[config.mk]
export PLATFORM = sky130hd
export DESIGN_NAME = gpio_port
export DESIGN_NICKNAME = d
export VERILOG_FILES = /design/src/rtl/gpio_pkg.sv /design/src/rtl/gpio_delay_line.sv /design/src/rtl/gpio_out_hold.sv /design/src/rtl/gpio_port.sv
export SDC_FILE = /design/constraint.sdc
export NUM_CORES = 1
export LEC_CHECK = 0
export BUFFER_PORTS_ARGS = -buffer_cell sky130_fd_sc_hd__buf_2
export CORE_MARGIN = 5
export CORE_UTILIZATION = 35
export CTS_BUF_LIST = sky130_fd_sc_hd__clkbuf_16
export DETAILED_ROUTE_END_ITERATION = 10
export GPL_TIMING_DRIVEN = 1
export PLACE_DENSITY = 0.59
export SLEW_MARGIN = 10
export SYNTH_ARGS = -nofsm -noshare
export SYNTH_HDL_FRONTEND = slang
export SYNTH_HIERARCHICAL = 1
export SYNTH_SLANG_ARGS = --single-unit
[constraint.sdc]
create_clock -name i_ref_clk -period 2 [get_ports i_ref_clk]
set_clock_uncertainty 0.05 [all_clocks]
set_input_delay 0.2 -clock i_ref_clk [delete_from_list [all_inputs] [get_ports i_ref_clk]]
set_output_delay 0.2 -clock i_ref_clk [all_outputs]
set_load 0.005 [all_outputs]
[src/rtl/gpio_pkg.sv]
// Package for the general-purpose pin port: register word addresses, reset values,
// carrier structs and timing counts. Assumes a 16-bit word-addressed I/O register bus.
package gpio_pkg;
    localparam int unsigned HALF_W = 16;
    localparam int unsigned ADDR_W = 16;
    localparam int unsigned PIN_W = 32;
    localparam logic [ADDR_W-1:0] ADDR_PIN_DIRECTION_LOW = 16'h1c06;
    localparam logic [ADDR_W-1:0] ADDR_PIN_DIRECTION_HIGH = 16'h1c07;
    localparam logic [ADDR_W-1:0] ADDR_PIN_INPUT_LOW = 16'h1c08;
    localparam logic [ADDR_W-1:0] ADDR_PIN_INPUT_HIGH = 16'h1c09;
    localparam logic [ADDR_W-1:0] ADDR_PIN_OUTPUT_LOW = 16'h1c0a;
    localparam logic [ADDR_W-1:0] ADDR_PIN_OUTPUT_HIGH = 16'h1c0b;
    localparam logic [ADDR_W-1:0] ADDR_EDGE_SELECT_LOW = 16'h1c0c;
    localparam logic [ADDR_W-1:0] ADDR_EDGE_SELECT_HIGH = 16'h1c0d;
    localparam logic [ADDR_W-1:0] ADDR_IRQ_ENABLE_LOW = 16'h1c0e;
    localparam logic [ADDR_W-1:0] ADDR_IRQ_ENABLE_HIGH = 16'h1c0f;
    localparam logic [ADDR_W-1:0] ADDR_IRQ_FLAG_LOW = 16'h1c10;
    localparam logic [ADDR_W-1:0] ADDR_IRQ_FLAG_HIGH = 16'h1c11;
    localparam logic [ADDR_W-1:0] ADDR_PULL_DOWN_OFF_LOW = 16'h1c12;
    localparam logic [ADDR_W-1:0] ADDR_PULL_DOWN_OFF_HIGH = 16'h1c13;
    localparam logic [PIN_W-1:0] RESET_ZERO = 32'h0000_0000;
    localparam logic [HALF_W-1:0] READ_UNMAPPED = 16'h0000;
    localparam int unsigned CLK_PERIOD_NS = 10;
    localparam int unsigned OUT_HOLD_NS = 30;
    localparam int unsigned OUT_HOLD_CYC = (OUT_HOLD_NS + CLK_PERIOD_NS - 1) / CLK_PERIOD_NS;
    localparam int unsigned IN_ACTIVE_NS = 20;
    localparam int unsigned IN_ACTIVE_CYC = (IN_ACTIVE_NS + CLK_PERIOD_NS - 1) / CLK_PERIOD_NS;
    localparam int unsigned DIN_LAT_CYC = 5;
    localparam int unsigned FLAG_LAT_CYC = 7;
    localparam int unsigned IRQ_LAT_CYC = 8;
    localparam int unsigned HOLD_CNT_W = 3;

    typedef struct packed {
        logic rd;
        logic wr;
        logic [ADDR_W-1:0] addr;
        logic [HALF_W-1:0] wdata;
    } bus_req_t;

    typedef struct packed {
        logic [PIN_W-1:0] direction;
        logic [PIN_W-1:0] out_data;
        logic [PIN_W-1:0] edge_select;
        logic [PIN_W-1:0] irq_enable;
        logic [PIN_W-1:0] irq_flag;
        logic [PIN_W-1:0] pull_down_off;
        logic [HALF_W-1:0] rdata;
        logic rvalid;
        logic irq;
    } regs_t;
endpackage

[src/rtl/gpio_delay_line.sv]
// Fixed-length shift register for vectors of WIDTH bits, pin-wide or single-bit.
// Assumes one clock, asynchronous active-low reset and a common clock enable.
`timescale 1ns/1ps
module gpio_delay_line #(
    parameter int unsigned WIDTH = 32,
    parameter int unsigned DEPTH = 2
) (
    input wire logic i_ref_clk,
    input wire logic i_rstn,
    input wire logic i_ce,
    input wire logic [WIDTH-1:0] i_d,
    output logic [WIDTH-1:0] o_q
);
    typedef struct packed {
        logic [DEPTH-1:0][WIDTH-1:0] stage;
    } line_t;

    line_t st;
    line_t next_st;

    always_comb begin
        next_st = st;
        next_st.stage[0] = i_d;
        for (int k = 1; k < DEPTH; k++) begin
            next_st.stage[k] = st.stage[k-1];
        end
    end

    always_ff @(posedge i_ref_clk or negedge i_rstn) begin
        if (!i_rstn) begin
            st <= '0;
        end else if (i_ce) begin
            st <= next_st;
        end
    end

    assign o_q = st.stage[DEPTH-1];
endmodule

[src/rtl/gpio_out_hold.sv]
// Per-pin output level holder: a new level is taken only after the current one has stood
// for the minimum count. Assumes one clock and a common clock enable.
`timescale 1ns/1ps
module gpio_out_hold #(
    parameter int unsigned HOLD_CYC = 3,
    parameter int unsigned CNT_W = 3
) (
    input wire logic i_ref_clk,
    input wire logic i_rstn,
    input wire logic i_ce,
    input wire logic i_want,
    output logic o_level
);
    typedef struct packed {
        logic level;
        logic [CNT_W-1:0] age;
    } hold_t;

    localparam logic [CNT_W-1:0] HOLD_LAST = CNT_W'(HOLD_CYC - 1);

    hold_t st;
    hold_t next_st;

    always_comb begin
        next_st = st;
        if (st.age != HOLD_LAST) begin
            next_st.age = st.age + 1'b1;
        end else if (i_want != st.level) begin
            next_st.level = i_want;
            next_st.age = '0;
        end
    end

    always_ff @(posedge i_ref_clk or negedge i_rstn) begin
        if (!i_rstn) begin
            st <= '{level: 1'b0, age: HOLD_LAST};
        end else if (i_ce) begin
            st <= next_st;
        end
    end

    assign o_level = st.level;
endmodule

[src/rtl/gpio_port.sv]
// 32-pin general-purpose port in two 16-bit register halves on the word-addressed I/O bus.
// Assumes pins are synchronous to i_ref_clk and the bus takes reads one cycle after request.
`timescale 1ns/1ps
module gpio_port #(
    parameter int unsigned DIN_LAT = gpio_pkg::DIN_LAT_CYC,
    parameter int unsigned FLAG_LAT = gpio_pkg::FLAG_LAT_CYC,
    parameter int unsigned IRQ_LAT = gpio_pkg::IRQ_LAT_CYC
) (
    input wire logic i_ref_clk,
    input wire logic i_rstn,
    input wire logic i_ce,
    input wire logic i_rd,
    input wire logic i_wr,
    input wire logic [gpio_pkg::ADDR_W-1:0] i_addr,
    input wire logic [gpio_pkg::HALF_W-1:0] i_wdata,
    output logic [gpio_pkg::HALF_W-1:0] o_rdata,
    output logic o_rvalid,
    output logic o_irq,
    input wire logic [gpio_pkg::PIN_W-1:0] i_pin,
    output logic [gpio_pkg::PIN_W-1:0] o_pin,
    output logic [gpio_pkg::PIN_W-1:0] o_pin_oe_n,
    output logic [gpio_pkg::PIN_W-1:0] o_pull_down_en
);
    localparam int unsigned PW = gpio_pkg::PIN_W;
    localparam int unsigned HW = gpio_pkg::HALF_W;

    typedef struct packed {
        gpio_pkg::regs_t r;
        logic [PW-1:0] pin_prev;
        logic [PW-1:0] oe_n;
        logic [PW-1:0] pd_en;
        logic [PW-1:0] pin_out;
    } state_t;

    state_t st;
    state_t next_st;
    gpio_pkg::bus_req_t req;

    logic [PW-1:0] pin_din;
    logic [PW-1:0] pin_edge_src;
    logic [PW-1:0] held_level;
    logic [PW-1:0] edge_hit;
    logic irq_req;
    logic irq_late;

    assign req = '{rd: i_rd, wr: i_wr, addr: i_addr, wdata: i_wdata};

    // Input register view lags the pins by the polling latency less the read cycle.
    gpio_delay_line #(
        .WIDTH(PW),
        .DEPTH(DIN_LAT - 1)
    ) u_din_line (
        .i_ref_clk(i_ref_clk),
        .i_rstn(i_rstn),
        .i_ce(i_ce),
        .i_d(i_pin),
        .o_q(pin_din)
    );

    // Edge detection path lags so the flag lands at its latency; the request follows one later.
    gpio_delay_line #(
        .WIDTH(PW),
        .DEPTH(FLAG_LAT - 2)
    ) u_edge_line (
        .i_ref_clk(i_ref_clk),
        .i_rstn(i_rstn),
        .i_ce(i_ce),
        .i_d(i_pin),
        .o_q(pin_edge_src)
    );

    assign irq_req = |(st.r.irq_flag & st.r.irq_enable);

    // Request path adds the stages between the flag latency and the interrupt latency.
    gpio_delay_line #(
        .WIDTH(1),
        .DEPTH(IRQ_LAT - FLAG_LAT)
    ) u_irq_line (
        .i_ref_clk(i_ref_clk),
        .i_rstn(i_rstn),
        .i_ce(i_ce),
        .i_d(irq_req),
        .o_q(irq_late)
    );

    for (genvar g = 0; g < PW; g++) begin : g_hold
        gpio_out_hold #(
            .HOLD_CYC(gpio_pkg::OUT_HOLD_CYC),
            .CNT_W(gpio_pkg::HOLD_CNT_W)
        ) u_hold (
            .i_ref_clk(i_ref_clk),
            .i_rstn(i_rstn),
            .i_ce(i_ce),
            .i_want(st.r.out_data[g]),
            .o_level(held_level[g])
        );
    end

    // Edge select one picks rising, zero picks falling.
    assign edge_hit = ~st.r.direction & st.r.edge_select & pin_edge_src & ~st.pin_prev
        | ~st.r.direction & ~st.r.edge_select & ~pin_edge_src & st.pin_prev;

    always_comb begin
        logic [PW-1:0] w1c;
        logic [HW-1:0] rd_word;
        w1c = '0;
        rd_word = gpio_pkg::READ_UNMAPPED;
        next_st = st;
        next_st.pin_prev = pin_edge_src;
        if (req.wr) begin
            case (req.addr)
                gpio_pkg::ADDR_PIN_DIRECTION_LOW: next_st.r.direction[HW-1:0] = req.wdata;
                gpio_pkg::ADDR_PIN_DIRECTION_HIGH: next_st.r.direction[PW-1:HW] = req.wdata;
                gpio_pkg::ADDR_PIN_OUTPUT_LOW: next_st.r.out_data[HW-1:0] = req.wdata;
                gpio_pkg::ADDR_PIN_OUTPUT_HIGH: next_st.r.out_data[PW-1:HW] = req.wdata;
                gpio_pkg::ADDR_EDGE_SELECT_LOW: next_st.r.edge_select[HW-1:0] = req.wdata;
                gpio_pkg::ADDR_EDGE_SELECT_HIGH: next_st.r.edge_select[PW-1:HW] = req.wdata;
                gpio_pkg::ADDR_IRQ_ENABLE_LOW: next_st.r.irq_enable[HW-1:0] = req.wdata;
                gpio_pkg::ADDR_IRQ_ENABLE_HIGH: next_st.r.irq_enable[PW-1:HW] = req.wdata;
                gpio_pkg::ADDR_IRQ_FLAG_LOW: w1c[HW-1:0] = req.wdata;
                gpio_pkg::ADDR_IRQ_FLAG_HIGH: w1c[PW-1:HW] = req.wdata;
                gpio_pkg::ADDR_PULL_DOWN_OFF_LOW: next_st.r.pull_down_off[HW-1:0] = req.wdata;
                gpio_pkg::ADDR_PULL_DOWN_OFF_HIGH: next_st.r.pull_down_off[PW-1:HW] = req.wdata;
                default: begin
                end
            endcase
        end
        // A new edge in the cycle of a clear keeps the flag set.
        next_st.r.irq_flag = (st.r.irq_flag & ~w1c) | edge_hit;
        next_st.r.irq = irq_late;
        case (req.addr)
            gpio_pkg::ADDR_PIN_DIRECTION_LOW: rd_word = st.r.direction[HW-1:0];
            gpio_pkg::ADDR_PIN_DIRECTION_HIGH: rd_word = st.r.direction[PW-1:HW];
            gpio_pkg::ADDR_PIN_INPUT_LOW: rd_word = pin_din[HW-1:0];
            gpio_pkg::ADDR_PIN_INPUT_HIGH: rd_word = pin_din[PW-1:HW];
            gpio_pkg::ADDR_PIN_OUTPUT_LOW: rd_word = st.r.out_data[HW-1:0];
            gpio_pkg::ADDR_PIN_OUTPUT_HIGH: rd_word = st.r.out_data[PW-1:HW];
            gpio_pkg::ADDR_EDGE_SELECT_LOW: rd_word = st.r.edge_select[HW-1:0];
            gpio_pkg::ADDR_EDGE_SELECT_HIGH: rd_word = st.r.edge_select[PW-1:HW];
            gpio_pkg::ADDR_IRQ_ENABLE_LOW: rd_word = st.r.irq_enable[HW-1:0];
            gpio_pkg::ADDR_IRQ_ENABLE_HIGH: rd_word = st.r.irq_enable[PW-1:HW];
            gpio_pkg::ADDR_IRQ_FLAG_LOW: rd_word = st.r.irq_flag[HW-1:0];
            gpio_pkg::ADDR_IRQ_FLAG_HIGH: rd_word = st.r.irq_flag[PW-1:HW];
            gpio_pkg::ADDR_PULL_DOWN_OFF_LOW: rd_word = st.r.pull_down_off[HW-1:0];
            gpio_pkg::ADDR_PULL_DOWN_OFF_HIGH: rd_word = st.r.pull_down_off[PW-1:HW];
            default: rd_word = gpio_pkg::READ_UNMAPPED;
        endcase
        next_st.r.rvalid = req.rd;
        if (req.rd) begin
            next_st.r.rdata = rd_word;
        end
        next_st.oe_n = ~st.r.direction;
        next_st.pin_out = held_level;
        next_st.pd_en = ~st.r.pull_down_off;
    end

    always_ff @(posedge i_ref_clk or negedge i_rstn) begin
        if (!i_rstn) begin
            st <= '{r: '0, pin_prev: gpio_pkg::RESET_ZERO, oe_n: ~gpio_pkg::RESET_ZERO,
                    pd_en: ~gpio_pkg::RESET_ZERO, pin_out: gpio_pkg::RESET_ZERO};
        end else if (i_ce) begin
            st <= next_st;
        end
    end

    assign o_rdata = st.r.rdata;
    assign o_rvalid = st.r.rvalid;
    assign o_irq = st.r.irq;
    assign o_pin = st.pin_out;
    assign o_pin_oe_n = st.oe_n;
    assign o_pull_down_en = st.pd_en;
endmodule

==> metrics.md, run 1 <==
| Metric | Value |
|---|---|
| Sequential element share of the synthesized area | `55.7%` |
| Vias in the first global route | `22.4k` |
| HP Start | `i_ce` |
| Remaining DRCs | `0` |
| Slowest CP cell | `or4_1` |
| Synth async-reset ratio | `100%` |
| Largest net degree at the start of global routing | `93` |
| Avg Cell Area, Syn | `13.4 um2` |
| Layout fillers | `8903` |
| Clock slew at reported path FFs | `0.06 ns` |
| Max transition margin | `32.5%` |
| Post-layout nets | `2942` |
| Dominant synthesized flop cell | `dfrtp_1` |
| Crit path launch type | `flip-flop` |
| Core area | `0.0969 mm2` |
| Max-Cap Viols | `0` |
| Clock Latency Late Sink | `0.64 ns` |
| Final WL | `98.3 mm` |
| Post-DP HPWL | `72.5 mm` |
| Fmax | `509 MHz` |
| # rows | `114` |
| Hold Crit Depth | `3` |
| Die ar. | `0.104 mm2` |
| Final Hold Fails | `0` |
| Via-to-Cell Ratio | `5.07` |
| Total track usage | `18.8%` |
| CP endpoint kind | `flip-flop` |
| WS Path Type | `reg2reg` |
| Peak supply drop | `0.655 mV` |
| # clock sinks | `755` |
| Number of synthesized flops with an enable pin | `0` |
| H-Tree Depth | `3` |
| CTS root buf | `clkbuf_16` |
| Critical Path Fanout Max | `2` |
| Pwr Total | `40.2 mW` |
| Routed WL per cell | `23.3 um` |
| PwrDens | `990 mW/mm2` |
| RR Endpoint | `u_irq_line/o_q` |
| Slew @ Worst Pin | `1.01 ns` |
| Tcrit/Tclk final | `98.3%` |
| Seq cells post-synth | `755` |
| Syn_nets | `2627` |
| R2R Path Start | `st[206]` |
| Final Slew Violations | `0` |
| Initial drt markers | `1708` |
| WP depth | `6` |
| RSZ-0062 raised after global routing | `true` |
| Layout cells sized above 1 | `44.0%` |
| WHS | `0.0583 ns` |
| GRT overflow | `0` |
| Top-level port count | `183` |
| Worst reg-to-reg setup slack | `0.03 ns` |
| Leakage | `18.8 nW` |
| Data arrival, critical path | `2.44 ns` |
| Syn. warnings | `6` |
| HP Class | `in2reg` |
| PortBufs | `182` |
| Num CTS Buffers | `81` |
| Width of the die | `322 um` |
| Post-Syn Area | `0.0342 mm2` |
| First-pass GRT wire length | `147 mm` |
| Crit-path cells | `a22o_1, a221oi_2, buf_4, nand3_1, or4_1, mux2_4` |
| Hold EP | `o_pull_down_en[8]` |
| Synthesized instance count | `2558` |
| Post-DRT Antenna Nets | `0` |
| CP bufs+invs | `1` |
| Initial antenna violation count | `9` |
| Routed vias | `21.4k` |
| Post-synth cell types | `64` |
| RD Place Congestion | `0.916` |
| Status | `finished, final reports clean` |
| Die Y | `322 um` |
| CP required | `2.48 ns` |
| Max clock buf depth | `3` |
| Pre-antenna DRT Iters | `8` |
| TritonCTS clock tree | `done` |
| # setup viols final | `0` |
| Worst R2R Path Depth | `6` |
| Crit path max-delay family | `simple AND/OR/NAND/NOR gates` |
| Area growth from synthesis to layout | `18.9%` |
| Initial Utilization | `35.3%` |
| Post-layout min period | `1.97 ns` |
| Max incr delay on CP | `0.49 ns` |
worst reg2reg max path: cells and delay by family (launching register included):
family	cells	cell delay (ns)
multiplexers	1	0.27
AND/OR/NAND/NOR	2	0.55
buffers and inverters	1	0.14
AO/OA/AOI/OAI	2	0.45
flip-flops	1	0.40
cell usage after synthesis, types with 8 or more instances:
cell type	count	share of area, %
a21oi_1	44	0.64
a222oi_1	19	0.56
a22o_1	12	0.31
a22oi_1	27	0.59
a32oi_1	8	0.21
buf_2	21	0.31
buf_4	116	2.5
buf_6	26	0.86
clkbuf_1	47	0.52
clkbuf_8	8	0.32
dfrtp_1	659	48
dfstp_2	96	7.4
inv_1	97	1.1
mux2_2	484	16
mux2_4	111	4.9
mux2i_1	81	2.4
mux4_2	12	0.79
nand2_1	157	1.7
nand2b_1	33	0.60
nand3_1	38	0.56
nor2_1	107	1.2
nor3_2	33	0.97
nor4_1	14	0.26
o21ai_0	76	1.1
o2bb2ai_1	36	0.92
o31ai_1	33	0.73
xnor2_1	64	1.6
flip-flops by register name, summed over array words and instances, names as in the netlist:
name,cells
g_hold.u_hold/o_level,32
u_edge_line/o_q,32
o_rvalid,1
u_din_line/o_q,32
o_pull_down_en,32
u_edge_line/next_st,128
o_rdata,16
o_pin_oe_n,32
o_pin,32
st,224
u_din_line/next_st,96
g_hold.u_hold/st,96
o_irq,1
u_irq_line/o_q,1
metrics by stage:
stage	utilization [%]	setup TNS [ns]	area [um2]	setup WS [ns]	cells
2_1_floorplan	-	-13.59	34400	-0.220	2558
3_3_place_gp	38.7	-41.25	37500	-0.528	4012
3_5_place_dp	38.7	-41.96	37500	-0.460	4012
4_1_cts	41.9	0	40500	0.0000862	4212
5_1_grt	41.9	-0.0746	40600	-0.0271	4219
6_report	41.9	0	40600	0.0348	4220
cell families after synthesis:
logic type / share of synthesized area, %
flip-flops: 55.7
multiplexers: 24.2
AND/OR/NAND/NOR: 7.27
buffers and inverters: 5.70
AO/OA/AOI/OAI: 5.58
XOR/XNOR: 1.64
where the power goes:
group / switching [mW] / leakage, nW / internal [mW]
clock: 6.22 / 1.32 / 8.17
combinational: 2.51 / 8.23 / 3.10
sequential: 2.31 / 9.22 / 17.9
layout by cell type, fill, tap and decap left out, types with 96 or more instances in the layout:
cell / instances
buf_4: 182
nand2_1: 157
dfstp_2: 96
nor2_1: 107
dfrtp_1: 656
buf_2: 180
mux2_2: 455
mux2_4: 140
inv_1: 120
worst max-delay path by stage:
stage,startpoint,end
after floorplan,i_addr[5],st[215]
final,st[206],u_irq_line/o_q
after global routing,st[179],o_rdata[1]
after global placement,i_addr[5],o_rdata[1]
after CTS,st[198],o_rdata[4]
after detailed placement,i_addr[5],o_rdata[1]
metal layers:
metal  global-route usage (%)  share of wire (%)
met4                     6.47                3.2
met5                        0              0.013
met3                     3.73                5.7
met2                     29.8                 46
met1                     25.8                 45
layout make-up:
class | count | area (um2) | area share, %
diodes | 5 | 12.5 | 0.0308
flip-flops and latches | 755 | 19000 | 46.8
inverters | 97 | 364 | 0.897
well taps | 1276 | 1600 | 3.93
repair buffers | 457 | 3650 | 8.99
clock inverters | 68 | 504 | 1.24
clock buffers | 81 | 2030 | 4.99
multi-input cells | 1481 | 13400 | 33.1
what timing repair did:
action / in CTS / in global routing
endpoints found under the hold margin: 691 / 0
gates resized for setup: 4 / 5
endpoints found under the setup margin: 4 / 5
setup buffers: 1 / 3
hold buffers: 50 / 0
pin swaps: 5 / 9
(Power assumes the default switching activity.)
==> run 2, diff against run 1 <==
CORE_ASPECT_RATIO = 1.4   (was not set)
==> run 2 against run 1 <==
  * The run now ends with setup timing left
  * First-iteration DRC count fell by 25%
  * Sequential share of layout area decreased by 0.33 points
  * Critical path depth is 1 lower
  * Cell area increased by 0.70%
  * Count of clock-buffer cells in the layout is 1 lower
  * Via count shrank 0.59%
  * Total power rose by 1.5%
  * Highest routed layer unchanged
==> metrics.md, run 2 (synthesis gave the netlist of run 1 again) <==
| Metric | Value |
|---|---|
| Status | `complete, but fails checks` |
| Failing checks | `setup timing` |
| Layout cells sized above 1 | `44.5%` |
| Post-layout nets | `2950` |
| Met1 usage | `23.5%` |
| Max incr delay on CP | `0.55 ns` |
| Area growth from synthesis to layout | `19.7%` |
| Inst Count DP | `4048` |
| RD Place Congestion | `0.874` |
| PwrDens | `998 mW/mm2` |
| Initial antenna violation count | `7` |
| First-pass GRT wire length | `148 mm` |
| RSZ-0062 raised after global routing | `true` |
| Final WL | `98.1 mm` |
| Max reg flops | `224` |
| Die Y | `380 um` |
| Commonest cells after routing, fill and taps aside | `dfrtp_1, mux2_2, buf_4` |
| Tcrit/Tclk final | `100%` |
| Total track usage | `18.7%` |
| Data arrival, critical path | `2.49 ns` |
| GR Util met2 | `31.7%` |
| Pre-antenna DRT Iters | `5` |
| Core area | `0.0968 mm2` |
| Post-DRT Antenna Nets | `0` |
| # rows | `135` |
| Core Util, Final | `42.3%` |
| Routed WL per cell | `23.1 um` |
| Final Hold Fails | `0` |
| Final worst setup slack | `-0.000576 ns` |
| # clock sinks | `755` |
| Most utilized layer in the global route result | `met2` |
| Clock slew at reported path FFs | `0.06 ns` |
| Initial Utilization | `35.3%` |
| Finished Layout Cells | `4252` |
| Vias in the first global route | `22.7k` |
| TritonCTS clock tree | `done` |
| Slew @ Worst Pin | `0.712 ns` |
| Met3 Use GR | `3.26%` |
| Clock Latency Late Sink | `0.67 ns` |
| # setup viols final | `1` |
| Post-layout min period | `2.00 ns` |
| Largest net degree at the start of global routing | `92` |
| H-Tree Depth | `3` |
| GRT overflow | `0` |
| Width of the die | `274 um` |
| Commonest non-fill, non-tap cell in the layout | `dfrtp_1` |
| Top-level port count | `183` |
| Fmax | `500 MHz` |
| CTS root buf | `clkbuf_16` |
| Crit-path cells | `a22o_1, a221oi_2, nand3_1, or4_4, mux2_4` |
| Max-Cap Viols | `0` |
| Initial drt markers | `1285` |
| Via-to-Cell Ratio | `5.01` |
| Max transition margin | `52.5%` |
| HP Class | `in2async` |
| Largest register by flop count | `st` |
| PortBufs | `182` |
| Num CTS Buffers | `78` |
| WS Path Type | `reg2reg` |
| Pre-CTS WS | `-0.701 ns` |
| Final Slew Violations | `0` |
| CP required | `2.49 ns` |
| Routed vias | `21.3k` |
| Leakage | `18.9 nW` |
| Max clock buf depth | `3` |
| Critical Path Fanout Max | `2` |
| Die ar. | `0.104 mm2` |
| Peak supply drop | `0.712 mV` |
| Crit path launch type | `flip-flop` |
| Remaining DRCs | `0` |
| CP endpoint kind | `flip-flop` |
| Post-DP HPWL | `73.8 mm` |
| Slowest CP cell | `or4_4` |
run 2: worst paths after layout:
| path | startpoint | end | slack [ns] | cells past startpoint |
|---|---|---|---|---|
| max reg2reg | st[206] | u_irq_line/o_q | -0.0006 | 5 |
| min | i_rstn | u_edge_line/next_st[55] | 0.10 | 3 |
| max | st[206] | u_irq_line/o_q | -0.0006 | 5 |
| min reg2reg | st[164] | o_pull_down_en[18] | 0.41 | 1 |
| max in group asynchronous | i_rstn | g_hold[3].u_hold/st[1] | 1.18 | 4 |
| min in group i_ref_clk | i_pin[22] | u_edge_line/next_st[54] | 0.27 | 3 |
run 2: power breakdown:
| group | total, mW | leakage, nW | switching (mW) | internal, mW |
|---|---|---|---|---|
| Clock | 15.1 | 1.34 | 6.39 | 8.66 |
| Combinational | 5.60 | 8.32 | 2.48 | 3.12 |
| Sequential | 20.2 | 9.22 | 2.28 | 17.9 |
run 2: layout make-up:
type	count	area [um2]
Multi-Input combinational cell	1481	13400
Sequential cell	755	19000
Fill cell	8933	55900
Clock buffer	80	2000
Inverter	97	364
Tap cell	1301	1630
Timing Repair Buffer	468	3790
Antenna cell	4	10.0
Clock inverter	66	634
run 2: metal layers:
metal  vias up  wire length (um)  share of wire (%)
li1       9640                 -                  -
met1     11000             40400                 41
met2       482             48900                 50
met3       168              4610                4.7
met4         2              4210                4.3
met5         -                13              0.013
run 2: critical path: cells and delay by family, from the launching register on:
family          cells  cell delay, ns
simple gates        2            0.65
compound gates      2            0.47
flops               1            0.43
mux                 1            0.28
run 2: what timing repair did:
item | CTS | global route
endpoints found under the hold margin | 772 | 0
setup buffers | 1 | 1
gates resized for setup | 3 | 6
hold buffers | 52 | 0
pin swaps | 2 | 5
endpoints found under the setup margin | 2 | 7
run 2: through the flow:
stage	cell area (um2)	setup TNS, ns	hold slack, ns	power, mW
floorplan	34400	-13.59	-0.146	23.7
global placement	37700	-52.40	0.0535	25.4
detailed placement	37700	-51.82	0.0537	26.0
CTS	40900	-0.0559	0.0645	41.3
global route	40900	-0.0400	0.0858	42.8
finish	40900	-0.000576	0.100	40.8
